===== src/verilog/rtc_isa_decode_pkg.sv =====
// constants for the isa decode and clock port routing block
// assumes a pci configuration write port and an 8-bit i/o cycle port
package rtc_isa_decode_pkg;

  // configuration space offsets
  localparam logic [7:0] GEN_CFG_OFFSET   = 8'hb0;
  localparam logic [7:0] CLK_CFG_OFFSET   = 8'hcb;

  // reset values
  localparam logic [7:0] GEN_CFG_RESET    = 8'h00;
  localparam logic [7:0] CLK_CFG_RESET    = 8'h21;

  // general config fields
  localparam int         GEN_BUS_SEL_BIT  = 0;
  localparam int         GEN_DECODE_BIT   = 1;
  localparam logic [7:0] GEN_CFG_WMASK    = 8'h03;

  // clock port config fields
  localparam int         CLK_LOWER_EN_BIT = 0;
  localparam int         CLK_UPPER_EN_BIT = 2;
  localparam int         CLK_LOCK_LO_BIT  = 3;
  localparam int         CLK_LOCK_UP_BIT  = 4;
  localparam int         CLK_POS_DEC_BIT  = 5;
  localparam logic [7:0] CLK_CFG_WMASK    = 8'h25;

  // clock port addresses
  localparam logic [15:0] LOWER_INDEX_PORT = 16'h0070;
  localparam logic [15:0] LOWER_DATA_PORT  = 16'h0071;
  localparam logic [15:0] UPPER_INDEX_PORT = 16'h0072;
  localparam logic [15:0] UPPER_DATA_PORT  = 16'h0073;

  // locked byte range inside each bank
  localparam logic [6:0] LOCK_FIRST_BYTE  = 7'h38;
  localparam logic [6:0] LOCK_LAST_BYTE   = 7'h3f;

  // subtractive claim waits for medium/slow positive claims elsewhere
  localparam int         SUB_WAIT_NS      = 24;
  localparam int         CLK_PERIOD_NS    = 8;
  localparam logic [2:0] SUB_WAIT_CYCLES  = 3'(SUB_WAIT_NS / CLK_PERIOD_NS);

  typedef enum logic [1:0] {
    DEC_IDLE,
    DEC_SUB_WAIT
  } decode_state_type;

endpackage


===== src/verilog/rtc_isa_decode_config.sv =====
// decode style, expansion bus select and clock port routing with byte locks
// assumes io_req is a one-cycle pulse on the pci clock with address and data
// valid in the same cycle, and other_claim comes from same-clock pci logic
`timescale 1ns/100ps

module rtc_isa_decode_config
  import rtc_isa_decode_pkg::*;
(
  input  wire logic        clk,
  input  wire logic        resetn,
  input  wire logic        cfg_wr,
  input  wire logic [7:0]  cfg_addr,
  input  wire logic [7:0]  cfg_wdata,
  output logic      [7:0]  cfg_rdata,
  input  wire logic        io_req,
  input  wire logic [15:0] io_addr,
  input  wire logic        io_wr,
  input  wire logic [7:0]  io_wdata,
  input  wire logic        range_hit,
  input  wire logic        other_claim,
  output logic             claim_pos,
  output logic             claim_sub,
  output logic             fwd_isa,
  output logic             fwd_rtc,
  output logic             rtc_upper_bank,
  output logic             rtc_wr_en,
  output logic             rtc_rd_valid,
  output logic      [6:0]  rtc_index,
  output logic      [7:0]  rtc_wdata,
  output logic             extended_io_bus,
  input  wire logic        chk_pin_in,
  output logic             channel_check_in_n,
  output logic             general_input_zero,
  input  wire logic [6:0]  upper_latched_addr,
  input  wire logic [6:0]  general_outputs_low,
  output logic      [6:0]  shared_pin_out
);

  logic [7:0]       gen_cfg_reg;
  logic [7:0]       clk_cfg_reg;
  logic [6:0]       lower_index_reg;
  logic [6:0]       upper_index_reg;
  decode_state_type state_reg;
  logic [2:0]       wait_cnt_reg;
  logic             pend_rtc_reg;
  logic             pend_isa_reg;
  logic             pend_upper_reg;
  logic             pend_wr_reg;
  logic             pend_lock_reg;
  logic [6:0]       pend_index_reg;
  logic [7:0]       pend_wdata_reg;
  logic [2:0]       chk_sync_reg;
  logic             chk_state_reg;

  // request classification
  logic       is_lower_port;
  logic       is_upper_port;
  logic       is_clock_port;
  logic       is_data_port;
  logic       route_rtc;
  logic       want_pos;
  logic       want_sub;
  logic [6:0] cur_index;
  logic       cur_lock;

  assign is_lower_port = (io_addr == LOWER_INDEX_PORT) || (io_addr == LOWER_DATA_PORT);
  assign is_upper_port = (io_addr == UPPER_INDEX_PORT) || (io_addr == UPPER_DATA_PORT);
  assign is_clock_port = is_lower_port || is_upper_port;
  assign is_data_port  = (io_addr == LOWER_DATA_PORT) || (io_addr == UPPER_DATA_PORT);

  // internal bank reachable per port pair
  assign route_rtc = (is_lower_port && clk_cfg_reg[CLK_LOWER_EN_BIT])
                  || (is_upper_port && clk_cfg_reg[CLK_UPPER_EN_BIT]);

  // clock ports decode by bit 5, others by range and decode style
  always_comb begin
    if (is_clock_port) begin
      want_pos = clk_cfg_reg[CLK_POS_DEC_BIT];
      want_sub = !clk_cfg_reg[CLK_POS_DEC_BIT];
    end else begin
      want_pos = range_hit;
      want_sub = !range_hit && !gen_cfg_reg[GEN_DECODE_BIT];
    end
  end

  // lock check against the latched index of the addressed bank
  assign cur_index = is_upper_port ? upper_index_reg : lower_index_reg;
  assign cur_lock  = (cur_index >= LOCK_FIRST_BYTE) && (cur_index <= LOCK_LAST_BYTE)
                  && (is_upper_port ? clk_cfg_reg[CLK_LOCK_UP_BIT]
                                    : clk_cfg_reg[CLK_LOCK_LO_BIT]);

  // general config: decode style and bus select
  always_ff @(posedge clk) begin
    if (!resetn) begin
      gen_cfg_reg <= GEN_CFG_RESET;
    end else if (cfg_wr && cfg_addr == GEN_CFG_OFFSET) begin
      gen_cfg_reg <= cfg_wdata & GEN_CFG_WMASK;
    end
  end

  // clock config: lock bits only ever set until reset
  always_ff @(posedge clk) begin
    if (!resetn) begin
      clk_cfg_reg <= CLK_CFG_RESET;
    end else if (cfg_wr && cfg_addr == CLK_CFG_OFFSET) begin
      clk_cfg_reg <= (cfg_wdata & CLK_CFG_WMASK) | (clk_cfg_reg & ~CLK_CFG_WMASK)
                   | (cfg_wdata & ((8'h01 << CLK_LOCK_LO_BIT) | (8'h01 << CLK_LOCK_UP_BIT)));
    end
  end

  // configuration read back, one cycle later
  always_ff @(posedge clk) begin
    if (!resetn) begin
      cfg_rdata <= 8'h00;
    end else if (cfg_addr == GEN_CFG_OFFSET) begin
      cfg_rdata <= gen_cfg_reg;
    end else if (cfg_addr == CLK_CFG_OFFSET) begin
      cfg_rdata <= clk_cfg_reg;
    end else begin
      cfg_rdata <= 8'h00;
    end
  end

  // index ports latch the bank index on internal writes
  always_ff @(posedge clk) begin
    if (!resetn) begin
      lower_index_reg <= 7'h00;
      upper_index_reg <= 7'h00;
    end else if (io_req && io_wr && route_rtc && state_reg == DEC_IDLE) begin
      if (io_addr == LOWER_INDEX_PORT) begin
        lower_index_reg <= io_wdata[6:0];
      end
      if (io_addr == UPPER_INDEX_PORT) begin
        upper_index_reg <= io_wdata[6:0];
      end
    end
  end

  // decode sequencer: positive at once, subtractive after the wait
  always_ff @(posedge clk) begin
    if (!resetn) begin
      state_reg    <= DEC_IDLE;
      wait_cnt_reg <= 3'h0;
    end else begin
      case (state_reg)
        DEC_IDLE: begin
          if (io_req && !want_pos && want_sub) begin
            state_reg    <= DEC_SUB_WAIT;
            wait_cnt_reg <= SUB_WAIT_CYCLES;
          end
        end
        DEC_SUB_WAIT: begin
          if (other_claim || wait_cnt_reg == 3'h1) begin
            state_reg <= DEC_IDLE;
          end
          wait_cnt_reg <= wait_cnt_reg - 3'h1;
        end
        default: begin
          state_reg <= DEC_IDLE;
        end
      endcase
    end
  end

  // hold the request details while a subtractive claim is pending
  always_ff @(posedge clk) begin
    if (!resetn) begin
      pend_rtc_reg   <= 1'b0;
      pend_isa_reg   <= 1'b0;
      pend_upper_reg <= 1'b0;
      pend_wr_reg    <= 1'b0;
      pend_lock_reg  <= 1'b0;
      pend_index_reg <= 7'h00;
      pend_wdata_reg <= 8'h00;
    end else if (io_req && state_reg == DEC_IDLE) begin
      pend_rtc_reg   <= is_clock_port && route_rtc;
      pend_isa_reg   <= !(is_clock_port && route_rtc);
      pend_upper_reg <= is_upper_port;
      pend_wr_reg    <= io_wr;
      pend_lock_reg  <= is_data_port && cur_lock;
      pend_index_reg <= is_data_port ? cur_index : io_wdata[6:0];
      pend_wdata_reg <= io_wdata;
    end
  end

  // claim and forwarding pulses
  logic go_pos;
  logic go_sub;
  logic go_any;

  assign go_pos = io_req && state_reg == DEC_IDLE && want_pos;
  assign go_sub = state_reg == DEC_SUB_WAIT && !other_claim && wait_cnt_reg == 3'h1;
  assign go_any = go_pos || go_sub;

  always_ff @(posedge clk) begin
    if (!resetn) begin
      claim_pos      <= 1'b0;
      claim_sub      <= 1'b0;
      fwd_isa        <= 1'b0;
      fwd_rtc        <= 1'b0;
      rtc_upper_bank <= 1'b0;
      rtc_wr_en      <= 1'b0;
      rtc_rd_valid   <= 1'b0;
      rtc_index      <= 7'h00;
      rtc_wdata      <= 8'h00;
    end else if (go_pos) begin
      claim_pos      <= 1'b1;
      claim_sub      <= 1'b0;
      fwd_isa        <= !(is_clock_port && route_rtc);
      fwd_rtc        <= is_clock_port && route_rtc;
      rtc_upper_bank <= is_upper_port;
      rtc_wr_en      <= is_clock_port && route_rtc && io_wr
                        && !(is_data_port && cur_lock);
      rtc_rd_valid   <= is_clock_port && route_rtc && !io_wr
                        && !(is_data_port && cur_lock);
      rtc_index      <= is_data_port ? cur_index : io_wdata[6:0];
      rtc_wdata      <= io_wdata;
    end else if (go_sub) begin
      claim_pos      <= 1'b0;
      claim_sub      <= 1'b1;
      fwd_isa        <= pend_isa_reg;
      fwd_rtc        <= pend_rtc_reg;
      rtc_upper_bank <= pend_upper_reg;
      rtc_wr_en      <= pend_rtc_reg && pend_wr_reg && !pend_lock_reg;
      rtc_rd_valid   <= pend_rtc_reg && !pend_wr_reg && !pend_lock_reg;
      rtc_index      <= pend_index_reg;
      rtc_wdata      <= pend_wdata_reg;
    end else begin
      claim_pos      <= 1'b0;
      claim_sub      <= 1'b0;
      fwd_isa        <= 1'b0;
      fwd_rtc        <= 1'b0;
      rtc_wr_en      <= 1'b0;
      rtc_rd_valid   <= 1'b0;
    end
  end

  // shared input pin, three stage synchroniser with agreement
  always_ff @(posedge clk) begin
    if (!resetn) begin
      chk_sync_reg  <= 3'b111;
      chk_state_reg <= 1'b1;
    end else begin
      chk_sync_reg <= {chk_sync_reg[1:0], chk_pin_in};
      if (chk_sync_reg[1] == chk_sync_reg[2]) begin
        chk_state_reg <= chk_sync_reg[2];
      end
    end
  end

  // pin multiplexing by bus select
  always_ff @(posedge clk) begin
    if (!resetn) begin
      extended_io_bus    <= 1'b1;
      channel_check_in_n <= 1'b1;
      general_input_zero <= 1'b0;
      shared_pin_out     <= 7'h00;
    end else begin
      extended_io_bus    <= !gen_cfg_reg[GEN_BUS_SEL_BIT];
      channel_check_in_n <= gen_cfg_reg[GEN_BUS_SEL_BIT] ? chk_state_reg : 1'b1;
      general_input_zero <= gen_cfg_reg[GEN_BUS_SEL_BIT] ? 1'b0 : chk_state_reg;
      shared_pin_out     <= gen_cfg_reg[GEN_BUS_SEL_BIT] ? upper_latched_addr
                                                         : general_outputs_low;
    end
  end
endmodule


===== config.mk =====
export PLATFORM = sky130hd
export DESIGN_NAME = rtc_isa_decode_config
export DESIGN_NICKNAME = d
export VERILOG_FILES = /design/src/verilog/rtc_isa_decode_pkg.sv /design/src/verilog/rtc_isa_decode_config.sv
export SDC_FILE = /design/constraint.sdc
export NUM_CORES = 1
export LEC_CHECK = 0
export BUFFER_PORTS_ARGS = -buffer_cell sky130_fd_sc_hd__buf_2
export CORE_ASPECT_RATIO = 1.4
export CORE_MARGIN = 2
export CORE_UTILIZATION = 47
export DETAILED_ROUTE_END_ITERATION = 7
export GPL_TIMING_DRIVEN = 0
export PLACE_DENSITY = 0.84
export SYNTH_ARGS = -nofsm -noshare
export SYNTH_HDL_FRONTEND = slang
export SYNTH_SLANG_ARGS = --single-unit

===== constraint.sdc =====
create_clock -name clk -period 1.7 [get_ports clk]
set_input_delay 0.17 -clock clk [delete_from_list [all_inputs] [get_ports clk]]
set_output_delay 0.17 -clock clk [all_outputs]
set_load 0.05 [all_outputs]

[After elaboration in Yosys (flattened, before gate mapping)]
Index checks and enable logic that the tools add are counted.
Storage, ports and cells
  bits of input ports: 62
  register bits after elaboration: 93
  logic and storage cells: 131
  output and inout bits: 40
Cells by class
  order comparisons: 2
  equal/unequal tests: 11
  muxes and demuxes: 29
  bitwise operators: 4
  reduce and logical (&&, ||, !) cells: 54
  $add $sub $neg: 1
Operator list (count)
  == test 16 x 7 -> 1 bit (second input constant): 4
  2-to-1 mux 7 bit: 5
  logical AND 1 bit: 26
  == test 8 bit (second input constant): 2
  2-to-1 mux 8 bit: 2
  2-to-1 mux 1 bit: 15
  logical NOT 1 bit: 11
  AND reduction 2 bit: 5
  2-to-1 mux 2 bit: 4
  OR 6 x 8 -> 8 bit: 1
  OR 8 x 5 -> 8 bit: 1
  >= comparator 7 x 6 -> 1 bit (second input constant): 1
  less-or-equal comparator 7 x 6 -> 1 bit (second input constant): 1
  logical OR 1 bit: 6
  case mux 3 bit (2 select lines): 1
  inequality test 2 bit (second input constant): 2
  case mux 2 bit (2 select lines): 1
  nonzero test 2 bit: 2
  OR reduction 2 bit: 2
  == test 3 x 1 -> 1 bit (second input constant): 1
  2-to-1 mux 3 bit: 1
  OR reduction 3 bit: 1
  subtractor 3 x 1 -> 3 bit (second input constant): 1
  == test 2 x 1 -> 1 bit (second input constant): 1
  3 further kinds: 4

[Depth between registers and ports, before layout]
Gate-level depths: netlist (run 1).
  word-level depth: 10
  gate-level depth with buffers: 8
  gate-level depth less buffers: 7

[Least setup slack after synthesis (run 1)]
OpenSTA, ideal clock, no wires.
  path kind: input to register
  start: in io_addr[11]
  end: reg rtc_index[3]
  slack: -0.044 ns
  stages: 7
  buffers on the path: 2
  setup time: 0.115 ns
  data required time: 1.585 ns
  arrival time: 1.629 ns
  cell sequence: nor4_4 > and4_1 > buf_4 > mux2_4 > buf_2 > and3_1 > o21a_1
Between the ends
  longest elaborated chain between the ends: 6
  elaborated cells between the ends (all ways): 14
  those cells by class: eq/ne: 4; mux: 4; reduce/logical: 6
RTL lines
  from (decl): RTL line rtc_isa_decode_config.sv:16  | input wire logic [15:0] io_addr,
  == test 16 x 7 -> 1 bit, on equally long branches: RTL line rtc_isa_decode_config.sv:66, rtc_isa_decode_config.sv:69, rtc_isa_decode_config.sv:67
  logical OR 1 bit, on equally long branches: RTL line rtc_isa_decode_config.sv:66, rtc_isa_decode_config.sv:67
  logical OR 1 bit: RTL line rtc_isa_decode_config.sv:68  | assign is_clock_port = is_lower_port || is_upper_port;
  2-to-1 mux 1 bit: RTL line rtc_isa_decode_config.sv:77  | if (is_clock_port) begin
  logical AND 1 bit: RTL line rtc_isa_decode_config.sv:191  | assign go_pos = io_req && state_reg == DEC_IDLE && want_pos;
  2-to-1 mux 7 bit / nonzero test 2 bit (equally long branches)
  to (signal assigned): RTL line rtc_isa_decode_config.sv:216  | rtc_index <= is_data_port ? cur_index : io_wdata[6:0];
  to (signal assigned): RTL line rtc_isa_decode_config.sv:226  | rtc_index <= pend_index_reg;
  to (decl): RTL line rtc_isa_decode_config.sv:28  | output logic [6:0] rtc_index,
Parallel ways exist; a longest one is shown, timed or not.
A chain may end at the register's enable or synchronous reset.

[Worst setup path in the final report (run 1)]
  start: reg wait_cnt_reg[1]
  end: reg rtc_wdata[6]
Between the ends
  longest elaborated chain between the ends: 3
RTL lines
  from (decl): RTL line rtc_isa_decode_config.sv:44  | logic [2:0] wait_cnt_reg;
  from (signal assigned): RTL line rtc_isa_decode_config.sv:156  | wait_cnt_reg <= wait_cnt_reg - 3'h1;
  == test 3 x 1 -> 1 bit: RTL line rtc_isa_decode_config.sv:192  | assign go_sub = state_reg == DEC_SUB_WAIT && !other_claim && wait_cnt_reg == 3'h1;
  logical AND 1 bit: RTL line rtc_isa_decode_config.sv:192
  nonzero test 2 bit (no line)
  to (signal assigned): RTL line rtc_isa_decode_config.sv:217  | rtc_wdata <= io_wdata;
  to (signal assigned): RTL line rtc_isa_decode_config.sv:227  | rtc_wdata <= pend_wdata_reg;
  to (decl): RTL line rtc_isa_decode_config.sv:29  | output logic [7:0] rtc_wdata,
No other way between the ends.

==> impl_metrics.ini, run 1 <==
[status]
outcome = finished, violations left
violations = setup timing

[clock_tree]
cts.sinks = 87
cts_buffer_depth = 2
clk_pin_slew_ns = 0.08
htreeDepth = 3
cts-buffers-inserted = 9
clock-root-buffer = clkbuf_8
insertion_delay_ns = 0.36
cts_tree = done

[floorplan]
ios = 102
die_x_um = 78.96
chipHeight_um = 108.9
die-area_sq_um = 8602
initial_utilization = 0.4800
core_area_sq_um = 7702
rows = 38

[detailed_routing]
routed_via_density = 5.346
vias = 3357
drc = 0
drt_pass1_iterations = 4
routed_wl_um = 10150
drt.antenna.violating_nets = 0
wl_per_cell_um = 16.16
drt_iter0_drc = 255

[yosys]
ys_seq_elements = 87
seq_area_frac_synth = 0.4711
syn-instance-count = 400
synth-edff-count = 0
async_flop_share = 0
ys.flop_type = dfxtp_1
ys_types = 50
synth_area_sq_um = 3697
syn_area_per_cell_sq_um = 9.243
yosys_warnings = 0

[global_route]
grt_overflow = 0
grt_first_pass_wirelength_um = 15530
first_global_vias = 3347
antenna_found_initial = 0
grt_max_degree = 15
grtUsageTotal = 0.2358

[worst_setup_path]
cp_data_arrival_time_ns = 1.97
cp_max_fo = 10
cp-start-kind = flop
cp-end-kind = flop
worst_ep_required_time_ns = 1.94
worstSetupPathType = reg2reg

[layout]
post-route-util = 0.6165
area_delta_synth_final_pct = 28.43
n_antenna_cell = 0
layout-drive-gt1-share = 0.3277
fin_nets = 587

[timing]
fin_skew_ns = 0.01446
slew_viol_final = 0
hold_viol_final = 0
setup_ws_ns = -0.02890
worstMarginPinSlew_ns = 0.6801
finalCritPeriodShare = 1.017
setup_viol = 1
max_slew_margin = 0.5466
finalSetupTns_ns = -0.02890
period_minus_slack_ns = 1.729
rsz0062_at_grt = true
max_freq_mhz = 578.4

[place]
place.gp.congestion = 0.8347
dpl.hpwl_um = 7152
numPortBuffers = 97

[power_and_ir_drop]
power_density_nw_per_um2 = 906.5
leakage_nw = 2.019
ir_worst_vdd_uv = 397.9

[flow_run]
cap_violations = 0

[min_path]
hold_path.class = in2reg
[layout by cell type, fill, tap and decap left out, types with 3 or more instances in the layout]
cell        n
buf_2     101
dfxtp_1    84
nand2_1    70
mux2i_1    31
nor2_1     29
a21oi_1    19
o21ai_0    18
nor2b_1    14
and3_1     14
buf_4      12
clkbuf_8   10
clkbuf_1    9
and2_1      9
o21a_1      9
buf_6       7
mux2_2      7
inv_1       6
nand3_1     6
a311oi_1    5
nand4b_1    3
o32ai_1     3
nand2b_1    3
a311oi_2    3
[per-layer routing]
metal | GRT usage | up-vias | wire, um
met1 | 0.2399 | 1561 | 3815
met3 | 0.05050 | 31 | 744
met4 | 0.1552 | 0 | 392
met5 | 0 | - | 0
li1 | - | 1623 | -
met2 | 0.4292 | 142 | 5198
[worst paths after layout]
path	startpoint	to	slack, ns	cells past startpoint
setup / recovery	wait_cnt_reg[1]	rtc_wdata[6]	-0.03	7
hold / removal	cfg_wdata[3]	clk_cfg_reg[3]	0.05	3
setup reg to reg	wait_cnt_reg[1]	rtc_wdata[6]	-0.03	7
hold reg to reg	chk_sync_reg[0]	chk_sync_reg[1]	0.42	1
[critical path, cell delays in order (launching register included)]
cell and delay [ns]:
dfxtp_2 0.33, inv_2 0.05, ha_2 0.15, nor2b_4 0.15
nor3b_4 0.31, buf_8 0.18, nand2_1 0.08, a311oi_1 0.36
[stage by stage]
stage	hold slack [ns]	total power (W)	cells	worst slack, ns	instance area [sq um]
6_report	0.04695	0.004304	628	-0.02890	4748
5_1_grt	0.03043	0.004462	628	-0.1297	4748
4_1_cts	0.03673	0.004296	623	0.008684	4657
3_5_place_dp	0.3576	0.002729	598	-0.4344	4328
3_3_place_gp	0.3526	0.002710	598	-0.3132	4328
2_1_floorplan	0.2715	0.002528	401	-0.01590	3717
[area by class of cell]
class	instances	area [sq um]
plain buffers	25	163.9
clock buffers	11	141.4
clock inverters	5	81.33
fillers	650	2954
inverters	7	26.28
multi-input cells	282	1852
flip-flops and latches	87	1748
well taps	100	125.1
repair buffers	111	610.6
[power by group]
part | internal [W] | switching (W)
Sequential | 0.00211 | 0.0000352
Clock | 0.000868 | 0.000720
Combinational | 0.000202 | 0.000372
[kinds of logic (layout without fill, tap and decap cells)]
group,Yosys count,in the layout,share of synthesized area
other,1,2,0.001014
adder cells (fa/ha/maj),2,2,0.006767
flip-flops,87,87,0.4711
multiplexers,40,40,0.1120
buffers and inverters,32,159,0.04332
AND/OR/NAND/NOR,171,171,0.2491
AO/OA/AOI/OAI,66,66,0.1144
XOR/XNOR,1,1,0.002369
[cells in the mapped netlist, types with 3 or more instances]
master / n / area, sq um
nand4b_1: 3 / 26.28
o32ai_1: 3 / 26.28
buf_1: 3 / 11.26
o21a_1: 9 / 67.56
nor2b_1: 15 / 93.84
inv_1: 7 / 26.28
a311oi_1: 8 / 70.07
mux2_2: 7 / 78.83
o21ai_0: 18 / 90.09
nand3_1: 6 / 30.03
buf_6: 3 / 33.78
nand2b_1: 3 / 18.77
and2_1: 9 / 56.30
a21oi_1: 19 / 95.09
buf_2: 5 / 25.02
and3_1: 14 / 87.58
dfxtp_1: 87 / 1742
nand2_1: 70 / 262.8
clkbuf_1: 11 / 41.29
mux2i_1: 32 / 320.3
nor2_1: 30 / 112.6
buf_4: 3 / 22.52
[timing repair]
action,4_1_cts,5_1_grt
hold endpoints to repair,1,0
gates cloned,0,1
hold buffers,1,0
setup endpoints to repair,31,40
resized for setup,9,19
pin swaps,4,6
buffers inserted,8,4
Note: power is estimated with default switching activity, not from simulation.
==> inputs of run 2 (changes only) <==
- CORE_MARGIN: 2 -> not set
==> impl_metrics.ini, run 2 (synthesis results as in run 1) <==
[clock_tree]
insertion_delay_ns = 0.36
clock-root-buffer = clkbuf_8
cts-buffers-inserted = 9
cts_buffer_depth = 2
clk_pin_slew_ns = 0.08
cts.sinks = 87
cts_tree = done
htreeDepth = 3

[floorplan]
initial_utilization = 0.4930
chipHeight_um = 106.9
rows = 37
ios = 102
die_x_um = 76.96
core_area_sq_um = 7500
die-area_sq_um = 8230

[layout]
nFillCells = 631
final_common_cell = buf_2
n_antenna_cell = 0
final_cell_area_sq_um = 4695
stdcell_count = 623
most-common-layout-cells = buf_2, dfxtp_1, nand2_1, mux2i_1, nor2_1
layout-drive-gt1-share = 0.3099
area_delta_synth_final_pct = 26.97
fin_nets = 588

[place]
dpl.hpwl_um = 6873
place.gp.congestion = 0.8869
numPortBuffers = 97
placedInstanceArea_sq_um = 4324
dpl.cell_count = 595

[worst_setup_path]
cp_data_arrival_time_ns = 1.99
reg2reg_depth = 8
cp_max_fo = 10
worst_ep_required_time_ns = 1.93
cp-start-kind = input pin
worstSetupPathType = in2reg
r2r_setup_slack_ns = -0.06
rr_endpoint = rtc_wdata[3]
cp-end-kind = flop
crit-reg2reg-launch = wait_cnt_reg[1]

[detailed_routing]
routed_via_density = 5.395
drt_iter0_drc = 193
wl_per_cell_um = 15.54
drc = 0
drt.antenna.violating_nets = 0
routed_wl_um = 9679
vias = 3361
drt_pass1_iterations = 4

[timing]
max_freq_mhz = 568.2
slew_viol_final = 0
setup_viol = 1
rsz0062_at_grt = true
setup_ws_ns = -0.06001
worstMarginPinSlew_ns = 0.7390
period_minus_slack_ns = 1.760
max_slew_margin = 0.5028
hold_viol_final = 0
finalCritPeriodShare = 1.035
fin_skew_ns = 0.006006

[power_and_ir_drop]
power_density_nw_per_um2 = 860.7
total_power_w = 0.004041
ir_worst_vdd_uv = 457.1
leakage_nw = 2.000

[global_route]
grtUsageTotal = 0.2379
antenna_found_initial = 0
grt_overflow = 0
grt_max_degree = 13
first_global_vias = 3206
grt_first_pass_wirelength_um = 15110

[min_path]
worstHoldStart = cfg_wdata[5]
hold_path_depth = 3
hold_path.class = in2reg
hold_path_end = clk_cfg_reg[5]

[flow_run]
cap_violations = 0

[status]
violations = setup timing
outcome = finished, violations left
## run 2: worst max path at each step
stage | startpoint | depth (start not counted) | end | slack (ns)
finish | io_addr[8] | 7 | rtc_wdata[3] | -0.06
global route | wait_cnt_reg[1] | 8 | rtc_wdata[3] | -0.18
CTS | io_addr[14] | 8 | rtc_upper_bank | 0.02
detailed placement | io_addr[14] | 8 | rtc_upper_bank | -0.39
global placement | wait_cnt_reg[0] | 6 | rtc_wdata[0] | -0.29
floorplan | io_addr[12] | 7 | rtc_index[3] | -0.02
## run 2: cell type report
cell class                 instances  area, sq um  area share
buffer                            25        165.2     0.03518
sequential                        87         1747      0.3721
inverter                           7        26.28    0.005597
clock buffer                      11        131.4     0.02799
timing repair buffer             112        629.4      0.1341
clock inverter                     2        35.03    0.007463
tap                               97        121.4     0.02585
multi-input combinational        282         1839      0.3918
## run 2: critical path: stages
cell and delay [ns]:
buf_2 0.11, nor4b_4 0.37, and4_1 0.26, buf_6 0.13
mux2_4 0.36, buf_2 0.22, a311oi_1 0.37
## run 2: timing repair
item | CTS | global route
pin swaps | 4 | 8
gates cloned | 0 | 0
gates resized for setup | 9 | 11
hold buffers | 0 | 1
endpoints found under the hold margin | 0 | 1
setup endpoints to repair | 30 | 34
buffers inserted | 5 | 9
## run 2: per-layer routing
metal,GRT usage,part of all wire
met3,0.05191,0.053
met1,0.2538,0.40
met2,0.4349,0.52
met4,0.1223,0.030
met5,0,0
## run 2: where the power goes
part	switching (W)	total (W)	internal (W)
logic	0.000366	0.000572	0.000206
registers	0.0000348	0.00214	0.00211
clock network	0.000672	0.00133	0.000654
total	0.00107	0.00404	0.00297
## run 2: through the flow
stage	util	hold slack, ns	TNS, ns	worst slack, ns
floorplan	-	0.2715	-0.06357	-0.01590
finish	0.6260	0.03498	-0.06001	-0.06001
global route	0.6260	0.04235	-0.6739	-0.1810
detailed placement	0.5766	0.3683	-11.68	-0.3886
global placement	0.5766	0.3545	-7.860	-0.2852
CTS	0.6104	0.001489	0	0.01786
